**config.mk**
```make
export PLATFORM = sky130hd
export DESIGN_NAME = stsum_regs
export DESIGN_NICKNAME = d
export VERILOG_FILES = /design/src/core/stsum_pkg.sv /design/src/core/stsum_gate.sv /design/src/core/stsum_regs.sv
export VERILOG_INCLUDE_DIRS = /design/src /design/src/core
export SDC_FILE = /design/constraint.sdc
export NUM_CORES = 1
export LEC_CHECK = 0
export BUFFER_PORTS_ARGS = -buffer_cell sky130_fd_sc_hd__buf_2
export CAP_MARGIN = 20
export CORE_AREA = 10 10 312 314
export CTS_BUF_LIST = sky130_fd_sc_hd__clkbuf_8 sky130_fd_sc_hd__clkbuf_16
export DETAILED_ROUTE_END_ITERATION = 8
export DIE_AREA = 0 0 322 324
export GPL_TIMING_DRIVEN = 0
export HOLD_SLACK_MARGIN = 0.08
export PLACE_DENSITY = 0.36
export SYNTH_ARGS = -nofsm -noshare
export SYNTH_HDL_FRONTEND = slang
export SYNTH_SLANG_ARGS = --single-unit
```
**constraint.sdc**
```tcl
create_clock -name clk_sys_in -period 1.7 [get_ports clk_sys_in]
set_clock_uncertainty 0.2 [all_clocks]
set_input_delay 0.34 -clock clk_sys_in [delete_from_list [all_inputs] [get_ports clk_sys_in]]
set_output_delay 0.34 -clock clk_sys_in [all_outputs]
set_load 0.005 [all_outputs]
```
**src/core/stsum_defines.svh**
```systemverilog
// Purpose: offsets, field positions, reset values of the status module
// Assumes: byte addresses on the register port, base plus offset
// Notes: offsets are stored exactly as printed, several are not word aligned
`ifndef STSUM_DEFINES_SVH
`define STSUM_DEFINES_SVH

`define STSUM_ADDR_W        12
`define STSUM_BASE          12'h280
`define STSUM_OFS_SIG       12'h000
`define STSUM_OFS_DEV       12'h004
`define STSUM_OFS_IRQ_STAT  12'h030
`define STSUM_OFS_IRQ_MASK  12'h034

`define STSUM_SIG_RESET     32'h00000000
`define STSUM_DEV_INT_BIT   25
`define STSUM_DEV_FAULT_BIT 24
`define STSUM_DEV_RSV_MSB   31
`define STSUM_DEV_RSV_LSB   26
`define STSUM_DEV_BOOT_BIT  18
`define STSUM_DEV_READY_BIT 7
`define STSUM_DEV_MISC_W    24

`define STSUM_EVENT_W       32
`define STSUM_IRQ_W         5
`define STSUM_IRQ_SIG       0
`define STSUM_IRQ_BOOT      1
`define STSUM_IRQ_READY     2
`define STSUM_IRQ_INT       3
`define STSUM_IRQ_FAULT     4
`define STSUM_IRQ_RESET     5'h00

`define STSUM_AUX_COUNT     18
`define STSUM_OFS_STARTUP   12'h008
`define STSUM_OFS_SERCRC    12'h00B
`define STSUM_OFS_PIN       12'h00C
`define STSUM_OFS_BIAS      12'h00E
`define STSUM_OFS_PLL       12'h010
`define STSUM_OFS_OSCCAL    12'h011
`define STSUM_OFS_OSCTRIM   12'h012
`define STSUM_OFS_SPARE     12'h014
`define STSUM_OFS_LOSMON    12'h016
`define STSUM_OFS_PPMMON    12'h017
`define STSUM_OFS_FREQMON   12'h018
`define STSUM_OFS_OTPSTS    12'h01C
`define STSUM_OFS_OTPERR    12'h01D
`define STSUM_OFS_OTPPAR    12'h01E
`define STSUM_OFS_DPOST     12'h020
`define STSUM_OFS_APOST     12'h024
`define STSUM_OFS_DPOSTFSM  12'h028
`define STSUM_OFS_APOSTFSM  12'h02A

`define STSUM_MASK_8        32'h000000FF
`define STSUM_MASK_16       32'h0000FFFF
`define STSUM_MASK_24       32'h00FFFFFF
`define STSUM_MASK_32       32'hFFFFFFFF

`endif

```
**src/core/stsum_pkg.sv**
```systemverilog
// Purpose: shared types of the status summary block
// Assumes: constants live in stsum_defines.svh
// Notes: none
package stsum_pkg;
	typedef logic [31:0] stsum_word_type;
	typedef logic [4:0]  stsum_aux_idx_type;
	typedef enum {
		STSUM_SEL_SIG,
		STSUM_SEL_DEV,
		STSUM_SEL_AUX,
		STSUM_SEL_IRQ_STAT,
		STSUM_SEL_IRQ_MASK,
		STSUM_SEL_NONE
	} stsum_sel_type;
endpackage : stsum_pkg

```
**src/core/stsum_gate.sv**
```systemverilog
// Purpose: one masked summary bit, OR of enabled events behind a global gate
// Assumes: events and enables synchronous to clk_sys_in
// Notes: registered, so the summary lags its cause by one clock
`timescale 1ns/1ns
`include "stsum_defines.svh"
module stsum_gate (
	input  wire logic                      clk_sys_in,
	input  wire logic                      reset_n_in,
	input  wire logic [`STSUM_EVENT_W-1:0] event_in,
	input  wire logic [`STSUM_EVENT_W-1:0] enable_in,
	input  wire logic                      global_en_in,
	output logic                           summary_out
);
	wire next_summary;

	assign next_summary = global_en_in & (|(event_in & enable_in));

	always_ff @(posedge clk_sys_in or negedge reset_n_in) begin
		if (!reset_n_in) begin
			summary_out <= 1'b0;
		end else begin
			summary_out <= next_summary;
		end
	end
endmodule : stsum_gate

```
**src/core/stsum_regs.sv**
```systemverilog
// Purpose: status register module with interrupt and fault summary bits
// Assumes: single clock, plain register port, read data one cycle later
// Notes: all status fields are read only; only the irq mask is writable
`timescale 1ns/1ns
`include "stsum_defines.svh"
module stsum_regs (
	input  wire logic                        clk_sys_in,
	input  wire logic                        reset_n_in,
	input  wire logic [`STSUM_ADDR_W-1:0]    addr_in,
	input  wire logic [31:0]                 wdata_in,
	input  wire logic                        wr_in,
	input  wire logic                        rd_in,
	output logic      [31:0]                 rdata_out,
	input  wire logic                        sig_check_done_in,
	input  wire logic [31:0]                 sig_crc_in,
	input  wire logic [`STSUM_EVENT_W-1:0]   event_in,
	input  wire logic [`STSUM_EVENT_W-1:0]   int_en_in,
	input  wire logic [`STSUM_EVENT_W-1:0]   fault_en_in,
	input  wire logic                        int_global_en_in,
	input  wire logic                        fault_global_en_in,
	input  wire logic                        boot_done_in,
	input  wire logic                        otp_load_done_in,
	input  wire logic [`STSUM_DEV_MISC_W-1:0] dev_misc_in,
	input  wire logic [31:0]                 aux_status_in [`STSUM_AUX_COUNT],
	output logic                             gpio_int_out,
	output logic                             gpio_fault_out,
	output logic                             safe_state_out,
	output logic                             irq_out
);
	logic [31:0]              sig_result;
	logic                     boot_done;
	logic                     device_ready;
	logic [`STSUM_IRQ_W-1:0]  irq_stat;
	logic [`STSUM_IRQ_W-1:0]  irq_mask;
	logic                     int_prev;
	logic                     fault_prev;
	wire                      int_summary;
	wire                      fault_summary;
	wire  [31:0]              dev_word;
	wire  [31:0]              aux_masked [`STSUM_AUX_COUNT];
	stsum_pkg::stsum_sel_type sel;
	wire  [4:0]               aux_idx;
	wire  [31:0]              next_rdata;
	wire                      rd_irq_stat;
	wire                      wr_irq_mask;
	wire  [`STSUM_IRQ_W-1:0]  irq_events;
	wire  [`STSUM_IRQ_W-1:0]  next_irq_stat;

	// offset relative to the module base; out-of-module addresses decode none
	function automatic stsum_pkg::stsum_sel_type decode_sel(
		input logic [`STSUM_ADDR_W-1:0] a);
		logic [`STSUM_ADDR_W-1:0] ofs;
		ofs = a - `STSUM_BASE;
		if (a < `STSUM_BASE) begin
			decode_sel = stsum_pkg::STSUM_SEL_NONE;
		end else begin
			case (ofs)
				`STSUM_OFS_SIG:      decode_sel = stsum_pkg::STSUM_SEL_SIG;
				`STSUM_OFS_DEV:      decode_sel = stsum_pkg::STSUM_SEL_DEV;
				`STSUM_OFS_IRQ_STAT: decode_sel = stsum_pkg::STSUM_SEL_IRQ_STAT;
				`STSUM_OFS_IRQ_MASK: decode_sel = stsum_pkg::STSUM_SEL_IRQ_MASK;
				default: begin
					if (aux_index(a) != 5'h1F) begin
						decode_sel = stsum_pkg::STSUM_SEL_AUX;
					end else begin
						decode_sel = stsum_pkg::STSUM_SEL_NONE;
					end
				end
			endcase
		end
	endfunction : decode_sel

	// index of the wider status registers; 5'h1F marks no match
	function automatic logic [4:0] aux_index(
		input logic [`STSUM_ADDR_W-1:0] a);
		case (a - `STSUM_BASE)
			`STSUM_OFS_STARTUP:  aux_index = 5'h00;
			`STSUM_OFS_SERCRC:   aux_index = 5'h01;
			`STSUM_OFS_PIN:      aux_index = 5'h02;
			`STSUM_OFS_BIAS:     aux_index = 5'h03;
			`STSUM_OFS_PLL:      aux_index = 5'h04;
			`STSUM_OFS_OSCCAL:   aux_index = 5'h05;
			`STSUM_OFS_OSCTRIM:  aux_index = 5'h06;
			`STSUM_OFS_SPARE:    aux_index = 5'h07;
			`STSUM_OFS_LOSMON:   aux_index = 5'h08;
			`STSUM_OFS_PPMMON:   aux_index = 5'h09;
			`STSUM_OFS_FREQMON:  aux_index = 5'h0A;
			`STSUM_OFS_OTPSTS:   aux_index = 5'h0B;
			`STSUM_OFS_OTPERR:   aux_index = 5'h0C;
			`STSUM_OFS_OTPPAR:   aux_index = 5'h0D;
			`STSUM_OFS_DPOST:    aux_index = 5'h0E;
			`STSUM_OFS_APOST:    aux_index = 5'h0F;
			`STSUM_OFS_DPOSTFSM: aux_index = 5'h10;
			`STSUM_OFS_APOSTFSM: aux_index = 5'h11;
			default:             aux_index = 5'h1F;
		endcase
	endfunction : aux_index

	// field width of each wider status register, unused bits read zero
	function automatic logic [31:0] aux_mask(input int idx);
		case (idx)
			0:              aux_mask = `STSUM_MASK_24;
			1, 4, 5, 8, 9:  aux_mask = `STSUM_MASK_8;
			11, 12:         aux_mask = `STSUM_MASK_8;
			10, 14, 15:     aux_mask = `STSUM_MASK_32;
			default:        aux_mask = `STSUM_MASK_16;
		endcase
	endfunction : aux_mask

	genvar gi;
	generate
		for (gi = 0; gi < `STSUM_AUX_COUNT; gi = gi + 1) begin : g_aux
			assign aux_masked[gi] = aux_status_in[gi] & aux_mask(gi);
		end
	endgenerate

	stsum_gate u_int_gate (
		.clk_sys_in   (clk_sys_in),
		.reset_n_in   (reset_n_in),
		.event_in     (event_in),
		.enable_in    (int_en_in),
		.global_en_in (int_global_en_in),
		.summary_out  (int_summary)
	);

	stsum_gate u_fault_gate (
		.clk_sys_in   (clk_sys_in),
		.reset_n_in   (reset_n_in),
		.event_in     (event_in),
		.enable_in    (fault_en_in),
		.global_en_in (fault_global_en_in),
		.summary_out  (fault_summary)
	);

	// pin mux assignment is made outside; these are the pin sources
	assign gpio_int_out   = int_summary;
	assign gpio_fault_out = fault_summary;
	assign safe_state_out = fault_summary;

	assign dev_word = {6'h00,
		int_summary,
		fault_summary,
		dev_misc_in[23:19],
		boot_done,
		dev_misc_in[17:8],
		device_ready,
		dev_misc_in[6:0]};

	assign sel     = decode_sel(addr_in);
	assign aux_idx = aux_index(addr_in);

	assign next_rdata =
		(sel == stsum_pkg::STSUM_SEL_SIG)      ? sig_result :
		(sel == stsum_pkg::STSUM_SEL_DEV)      ? dev_word :
		(sel == stsum_pkg::STSUM_SEL_AUX)      ? aux_masked[aux_idx] :
		(sel == stsum_pkg::STSUM_SEL_IRQ_STAT) ? {27'h0000000, irq_stat} :
		(sel == stsum_pkg::STSUM_SEL_IRQ_MASK) ? {27'h0000000, irq_mask} :
		32'h00000000;

	// only the mask takes writes; every status field ignores them
	assign wr_irq_mask = wr_in && (sel == stsum_pkg::STSUM_SEL_IRQ_MASK);
	assign rd_irq_stat = rd_in && (sel == stsum_pkg::STSUM_SEL_IRQ_STAT);

	assign irq_events[`STSUM_IRQ_SIG]   = sig_check_done_in;
	assign irq_events[`STSUM_IRQ_BOOT]  = boot_done_in;
	assign irq_events[`STSUM_IRQ_READY] = otp_load_done_in;
	assign irq_events[`STSUM_IRQ_INT]   = int_summary & ~int_prev;
	assign irq_events[`STSUM_IRQ_FAULT] = fault_summary & ~fault_prev;

	// read clears, but an event in the clearing cycle still lands
	assign next_irq_stat = (rd_irq_stat ? `STSUM_IRQ_RESET : irq_stat)
		| irq_events;

	assign irq_out = |(irq_stat & irq_mask);

	always_ff @(posedge clk_sys_in or negedge reset_n_in) begin
		if (!reset_n_in) begin
			rdata_out <= 32'h00000000;
		end else if (rd_in) begin
			rdata_out <= next_rdata;
		end else begin
			rdata_out <= 32'h00000000;
		end
	end

	// the crc is only loaded by the checker, never by the bus
	always_ff @(posedge clk_sys_in or negedge reset_n_in) begin
		if (!reset_n_in) begin
			sig_result <= `STSUM_SIG_RESET;
		end else if (sig_check_done_in) begin
			sig_result <= sig_crc_in;
		end
	end

	// completion flags stay set until the next device reset
	always_ff @(posedge clk_sys_in or negedge reset_n_in) begin
		if (!reset_n_in) begin
			boot_done    <= 1'b0;
			device_ready <= 1'b0;
		end else begin
			boot_done    <= boot_done | boot_done_in;
			device_ready <= device_ready | otp_load_done_in;
		end
	end

	always_ff @(posedge clk_sys_in or negedge reset_n_in) begin
		if (!reset_n_in) begin
			irq_stat   <= `STSUM_IRQ_RESET;
			irq_mask   <= `STSUM_IRQ_RESET;
			int_prev   <= 1'b0;
			fault_prev <= 1'b0;
		end else begin
			irq_stat   <= next_irq_stat;
			int_prev   <= int_summary;
			fault_prev <= fault_summary;
			if (wr_irq_mask) begin
				irq_mask <= wdata_in[`STSUM_IRQ_W-1:0];
			end
		end
	end

	wire int_cause;
	wire fault_cause;
	wire rd_dev;
	wire rd_sig;
	wire wr_sig;
	wire rd_none;
	wire [`STSUM_IRQ_W-1:0] wdata_irq;
	assign int_cause   = int_global_en_in && |(event_in & int_en_in);
	assign fault_cause = fault_global_en_in && |(event_in & fault_en_in);
	assign rd_dev = rd_in && (addr_in == `STSUM_BASE + `STSUM_OFS_DEV);
	assign rd_sig = rd_in && (addr_in == `STSUM_BASE + `STSUM_OFS_SIG);
	assign wr_sig = wr_in && (addr_in == `STSUM_BASE + `STSUM_OFS_SIG);
	assign rd_none = rd_in && (sel == stsum_pkg::STSUM_SEL_NONE);
	assign wdata_irq = wdata_in[`STSUM_IRQ_W-1:0];
endmodule : stsum_regs

```
======== Yosys cells after proc, flatten, opt, wreduce, memory -nomap -nowiden ========
Memories as Yosys holds them, arrays and structs flattened.
Cells that the tools add are included.
storage, ports and cells
  bits in registers ....................... 80
  memories kept ........................... 2
  output and inout bits ................... 36
  memory bits (read-only) ................. 640
  latch bits .............................. 0
  RAM bits ................................ 0
memory list
  name             depth  width  read ports  clocked after memory_dff  write ports  line              RTL
  (no name shown)  64     5      1           0                         0            stsum_regs.sv:76  case (a - `STSUM_BASE)
  (no name shown)  64     5      1           0                         0            stsum_regs.sv:76
operators by class
  shifts and indexed selects .............. 0
  add/sub/neg operators ................... 1
  multiplexer cells ....................... 17
  $lt $le $gt $ge ......................... 2
  bitwise logic cells ..................... 13
  reduce and logical (&&, ||, !) cells .... 9
  equality and inequality tests ........... 8
  multiply operators ...................... 0
  divide/modulo/power cells ............... 0
operators with widths
  cell                                                                     count
  32-bit two-way mux                                                       7
  32-bit binary-select mux with 5-bit select                               1
  32-bit one-hot mux with 4 select lines                                   1
  32-bit AND                                                               2
  32-bit by 3-bit == test with 1-bit output (second input constant)        2
  32-bit OR reduction                                                      2
  5-bit two-way mux                                                        7
  32-bit by 2-bit == test with 1-bit output (second input constant)        1
  32-bit by 4-bit == test with 1-bit output (second input constant)        1
  32-bit logical NOT                                                       1
  12-bit by 6-bit == test with 1-bit output (second input constant)        2
  12-bit by 3-bit == test with 1-bit output (second input constant)        1
  12-bit logical NOT                                                       1
  12-bit by 10-bit < comparator with 1-bit output (second input constant)  1
  12-bit by 10-bit subtractor with 12-bit output (second input constant)   1
  6-bit greater-or-equal comparator (second input constant)                1
  6-bit logical NOT                                                        1
  5-bit inverter with 6-bit output                                         1
  5-bit AND                                                                1
  5-bit != test (second input constant)                                    1
  5-bit bitwise OR                                                         1
  5-bit OR reduction                                                       1
  1-bit AND                                                                4
  4-bit OR reduction                                                       1
  other kinds (4)                                                          7

======== Depth between registers and ports, before layout ========
  depth in word-level cells ............... 16
  depth in mapped cells ................... 14
  mapped depth without buffers ............ 10

======== By module ========
From an unflattened synthesis, not the netlist that was laid out.
second synthesis, totals
  cell total of the unflattened synthesis .. 792
  area total of the unflattened synthesis .. 6552.5 um2
modules (own cells, without submodules)
  module      times used  sequential area each (um2)  cells each  area each (um2)
  stsum_regs  1           1951.9                      748         6179.7
  stsum_gate  2           25.0                        22          186.4

======== Worst setup path before layout ========
No wires, ideal clock.
  path type ............................... input port to flip-flop
  from .................................... input addr_in[0]
  to ...................................... register rdata_out[3]
  cell stages on the path ................. 11
  path buffers ............................ 1
  data arrival time ....................... 2.625 ns
  path slack .............................. -1.246 ns
  setup time .............................. 0.121 ns
  data required time ...................... 1.379 ns
  path through ............................ inv_1 ha_1 nor4b_1 nor4_2 buf_2 o31a_1 a2111oi_0 a211oi_1 nor4_1 o221ai_1 a22o_1
on the way
  longest elaborated chain between the ends .. 16
  elaborated cells on any way between the ends .. 32
ends and longest elaborated chain
  what                                                      line               RTL
  from (decl)                                               stsum_regs.sv:9    input wire logic [`STSUM_ADDR_W-1:0] addr_in,
  12-bit by 10-bit subtractor with 12-bit output (no line)  --
  memory 64 x 5 bit or 6-bit logical NOT (tied branches)    --
  5-bit two-way mux                                         stsum_regs.sv:76
  5-bit two-way mux                                         stsum_regs.sv:57   case (ofs)
  5-bit two-way mux                                         stsum_regs.sv:54   if (a < `STSUM_BASE) begin
  5-bit != test                                             stsum_regs.sv:63   if (aux_index(a) != 5'h1F) begin
  3-bit two-way mux                                         stsum_regs.sv:63
  32-bit one-hot mux with 4 select lines                    stsum_regs.sv:57
  32-bit two-way mux                                        stsum_regs.sv:54
  32-bit by 4-bit == test with 1-bit output                 stsum_regs.sv:157  (sel == stsum_pkg::STSUM_SEL_IRQ_MASK) ? {27'h0000000, irq_mask} :
  5-bit two-way mux                                         stsum_regs.sv:157
  5-bit two-way mux                                         stsum_regs.sv:156  (sel == stsum_pkg::STSUM_SEL_IRQ_STAT) ? {27'h0000000, irq_stat} :
  32-bit two-way mux                                        stsum_regs.sv:155  (sel == stsum_pkg::STSUM_SEL_AUX) ? aux_masked[aux_idx] :
  32-bit two-way mux                                        stsum_regs.sv:154  (sel == stsum_pkg::STSUM_SEL_DEV) ? dev_word :
  32-bit two-way mux *                                      stsum_regs.sv:153  (sel == stsum_pkg::STSUM_SEL_SIG) ? sig_result :
  32-bit two-way mux *                                      stsum_regs.sv:179  end else if (rd_in) begin
  to (signal assigned)                                      stsum_regs.sv:180  rdata_out <= next_rdata;
  to (decl)                                                 stsum_regs.sv:13   output logic [31:0] rdata_out,
Mark *: on every way between the ends. The rest lies on a longest branch, timed or not. The select of a mux whose other input is x is not followed.
A chain may end at the register's enable or synchronous reset.

======== Final worst setup path ========
  from .................................... input addr_in[1]
  to ...................................... register rdata_out[2]
The elaborated chain is that of the path after synthesis.

==> flow_summary.ini <==
[outcome]
status = finished, violations left
violations = setup timing

[clock_network]
clk-insertion-delay-late_ns = 0.40
path_clk_slew_ns = 0.08
htree_levels = 3
clock_sinks = 80
tritoncts = done
clockBufferDepth = 2
root_buffer = clkbuf_16
numCtsBuffers = 9

[detailed_routing]
antenna_left = 0
vias = 10000
drt-initial-drc-count = 468
dr.pass1.iters = 5
vias_per_cell = 3.74
post_drt_wl_per_cell_um = 27.1
drc = 0
routed_wl_mm = 72.8

[global_routing]
grt_pass1_vias = 11000
gr-total-overflow = 0
grt_pass1_wl_mm = 94.1
antenna_found_initial = 25
grt_max_degree = 60
track_usage_pct = 13.2

[die]
die_h_um = 324
coreArea_um2 = 91100
rows = 111
die_w_um = 322
pin_count = 817
initial_core_util_pct = 7.65
dieArea_um2 = 104000

[sta]
tns_ns = -47.43
final_max_slew_viol_count = 0
period_minus_slack_ns = 3.32
rsz0062_at_grt = yes
hold_viol_final = 0
relSlewSlack_pct = 31.9
timing.fmax_mhz = 301
timing.final.ws_setup_ns = -1.62
fin_crit_sh_pct = 195
tightest_slew_ns = 1.02
setup_violations = 43

[setup_path]
required_ns = 1.78
slowest_stage = a311o_1
r2r_start = sig_result[0]
ff2ff_path_depth = 3
path_common_cell = buf_12
worstSetupEndpointType = register
crit_fanout = 6
crit_chain = buf_8 > inv_4 > ha_4 > mux2_4 > a311o_1 > buf_4 > and2_4 > buf_6 > nor2_4 > buf_12 > buf_12 > a211oi_1 > nor4_2 > o221ai_2 > a22o_1
critPathKind = in2reg
start_kind = input pin
r2r_setup_slack_ns = 0.28
cpPeakStageDelay_ns = 0.44
worstReg2RegEnd = rdata_out[0]
cp.arrival_ns = 3.40
crit_start = addr_in[1]

[power]
p_switching_mw = 2.09
combinationalPowerShare_pct = 29.2
vdd_drop_max_mv = 0.406
power.internal_mw = 4.23
pwr-share-clk_pct = 38.3
switching_share_pct = 33.1
p_leak_nw = 6.37
pwr-share-seq_pct = 32.5
p_per_area_nw_per_um2 = 422
power_mw = 6.31

[synthesis]
synth_top_family_by_area = compound AO/OA/AOI/OAI gates
yosys_warnings = 0
synthFlopType = dfrtp_1
yosys.area_share.adder_pct = 1.26
syn-num-nets = 1610
synthCells = 822
ys_seq_area_share_pct = 28.7
synth_edf_count = 0
synth_compound_area_share_pct = 31.0
ys_types = 83
async_reset_ff_share_pct = 100
synth_xor_area_share_pct = 0
avgSynthCellArea_um2 = 8.48
synth.area.mux_share_pct = 14.3
synth-simple-area-share_pct = 19.4
synth_seq_cells = 80
netlist_area_um2 = 6970

[layout]
final_cell_mix = buf_2, nand2_1, dfrtp_1
n_fill_cell = 10400
drive_above_1_share_pct = 62.2
final_common_cell = buf_2
design_area_um2 = 14900
area_growth_pct = 114
final_nets = 2279

[worst_hold_path]
hold_class = in2reg
hp-start = fault_en_in[28]
hold_end = u_fault_gate.summary_out
worstHoldPathCells = 4

[job]
max_cap_violations = 0

[place]
place.gp.congestion = 0.889
place_area_um2 = 11400
portBuffers = 497
place_ws_ns = -3.11
dp_hpwl_mm = 61.7
## state kept, by name, summed over array words and instances, names as in the netlist
name                      count
u_fault_gate.summary_out      1
u_int_gate.summary_out        1
boot_done                     1
fault_prev                    1
irq_mask                      5
device_ready                  1
sig_result                   32
irq_stat                      5
int_prev                      1
rdata_out                    32
## power by group through the flow
| stage | clock [mW] | combinational, mW | sequential [mW] |
|---|---|---|---|
| after floorplan | 0 | 0.552 | 2.05 |
| after global placement | 0 | 1.50 | 2.09 |
| after detailed placement | 0 | 1.52 | 2.09 |
| after CTS | 2.53 | 1.76 | 2.06 |
| after global routing | 2.56 | 1.97 | 2.07 |
| final | 2.42 | 1.84 | 2.05 |
## through the flow
step,instances,hold WS [ns],utilization (%)
final,2684,0.123,16.4
after global routing,2682,0.123,16.4
after CTS,2642,0.0895,15.1
after detailed placement,2513,0.109,12.5
after global placement,2505,0.203,12.4
after floorplan,822,-0.156,-
## critical path: cells and delay by family
family | cells | cell delay (ns)
muxes | 1 | 0.28
adders and majority gates | 1 | 0.21
buffers and inverters | 6 | 0.72
AOI/OAI and AO/OA | 4 | 1.14
and+or+nand+nor | 3 | 0.68
## synthesized netlist by cell type (11+ instances only)
cell type	number	share of area (%)
nand3_1	25	1.8
inv_1	11	0.59
mux2_2	46	7.4
nand4_1	15	1.3
clkbuf_1	29	1.6
o21ai_0	53	3.8
buf_2	23	1.7
a211oi_1	12	1.3
a221oi_1	15	1.9
a22o_1	16	2.0
a22oi_1	27	2.9
dfrtp_1	80	29
nand2_1	137	7.4
nor2_1	21	1.1
a21boi_0	11	1.2
a21oi_1	52	3.7
nor3_1	15	1.1
mux2i_1	37	5.3
## worst max-delay path by stage
stage	to
2_1_floorplan	rdata_out[10]
3_3_place_gp	rdata_out[4]
6_report	rdata_out[2]
3_5_place_dp	rdata_out[7]
5_1_grt	rdata_out[1]
4_1_cts	rdata_out[1]
## layout make-up
cell class                      instances  area (um^2)  share of cell area, %
Clock inverter                          7          109                  0.728
Timing Repair Buffer                  663         4290                   28.7
Tap cell                             1186         1480                   9.93
Antenna cell                            2         5.00                 0.0335
Inverter                               11         78.8                  0.527
Multi-Input combinational cell        665         6000                   40.1
Buffer                                 61          753                   5.04
Sequential cell                        80         2000                   13.4
Clock buffer                            9          225                   1.51
## what timing repair did
action / CTS / global route
pin swaps: 37 / 86
endpoints found under the setup margin: 55 / 49
buffers inserted: 68 / 45
cloned: 1 / 1
hold endpoints to repair: 81 / 0
resized for setup: 237 / 169
hold buffers: 47 / 0
## layer usage
metal	vias up	track usage (%)	share of wire, %
li1	4506	-	-
met1	4962	17.4	46
met2	506	21.9	46
met3	45	3.43	6.6
met4	12	1.85	0.88
met5	-	0	0.10
## kinds of logic (layout without fill, tap and decap cells)
kind of cell	count (synthesis)	after routing
muxes	88	88
adders and majority gates	7	7
and+or+nand+nor	273	273
DFF	80	80
AOI/OAI and AO/OA	297	297
buffers and inverters	77	751
other	0	2
Power figures use the tool's default switching activity.
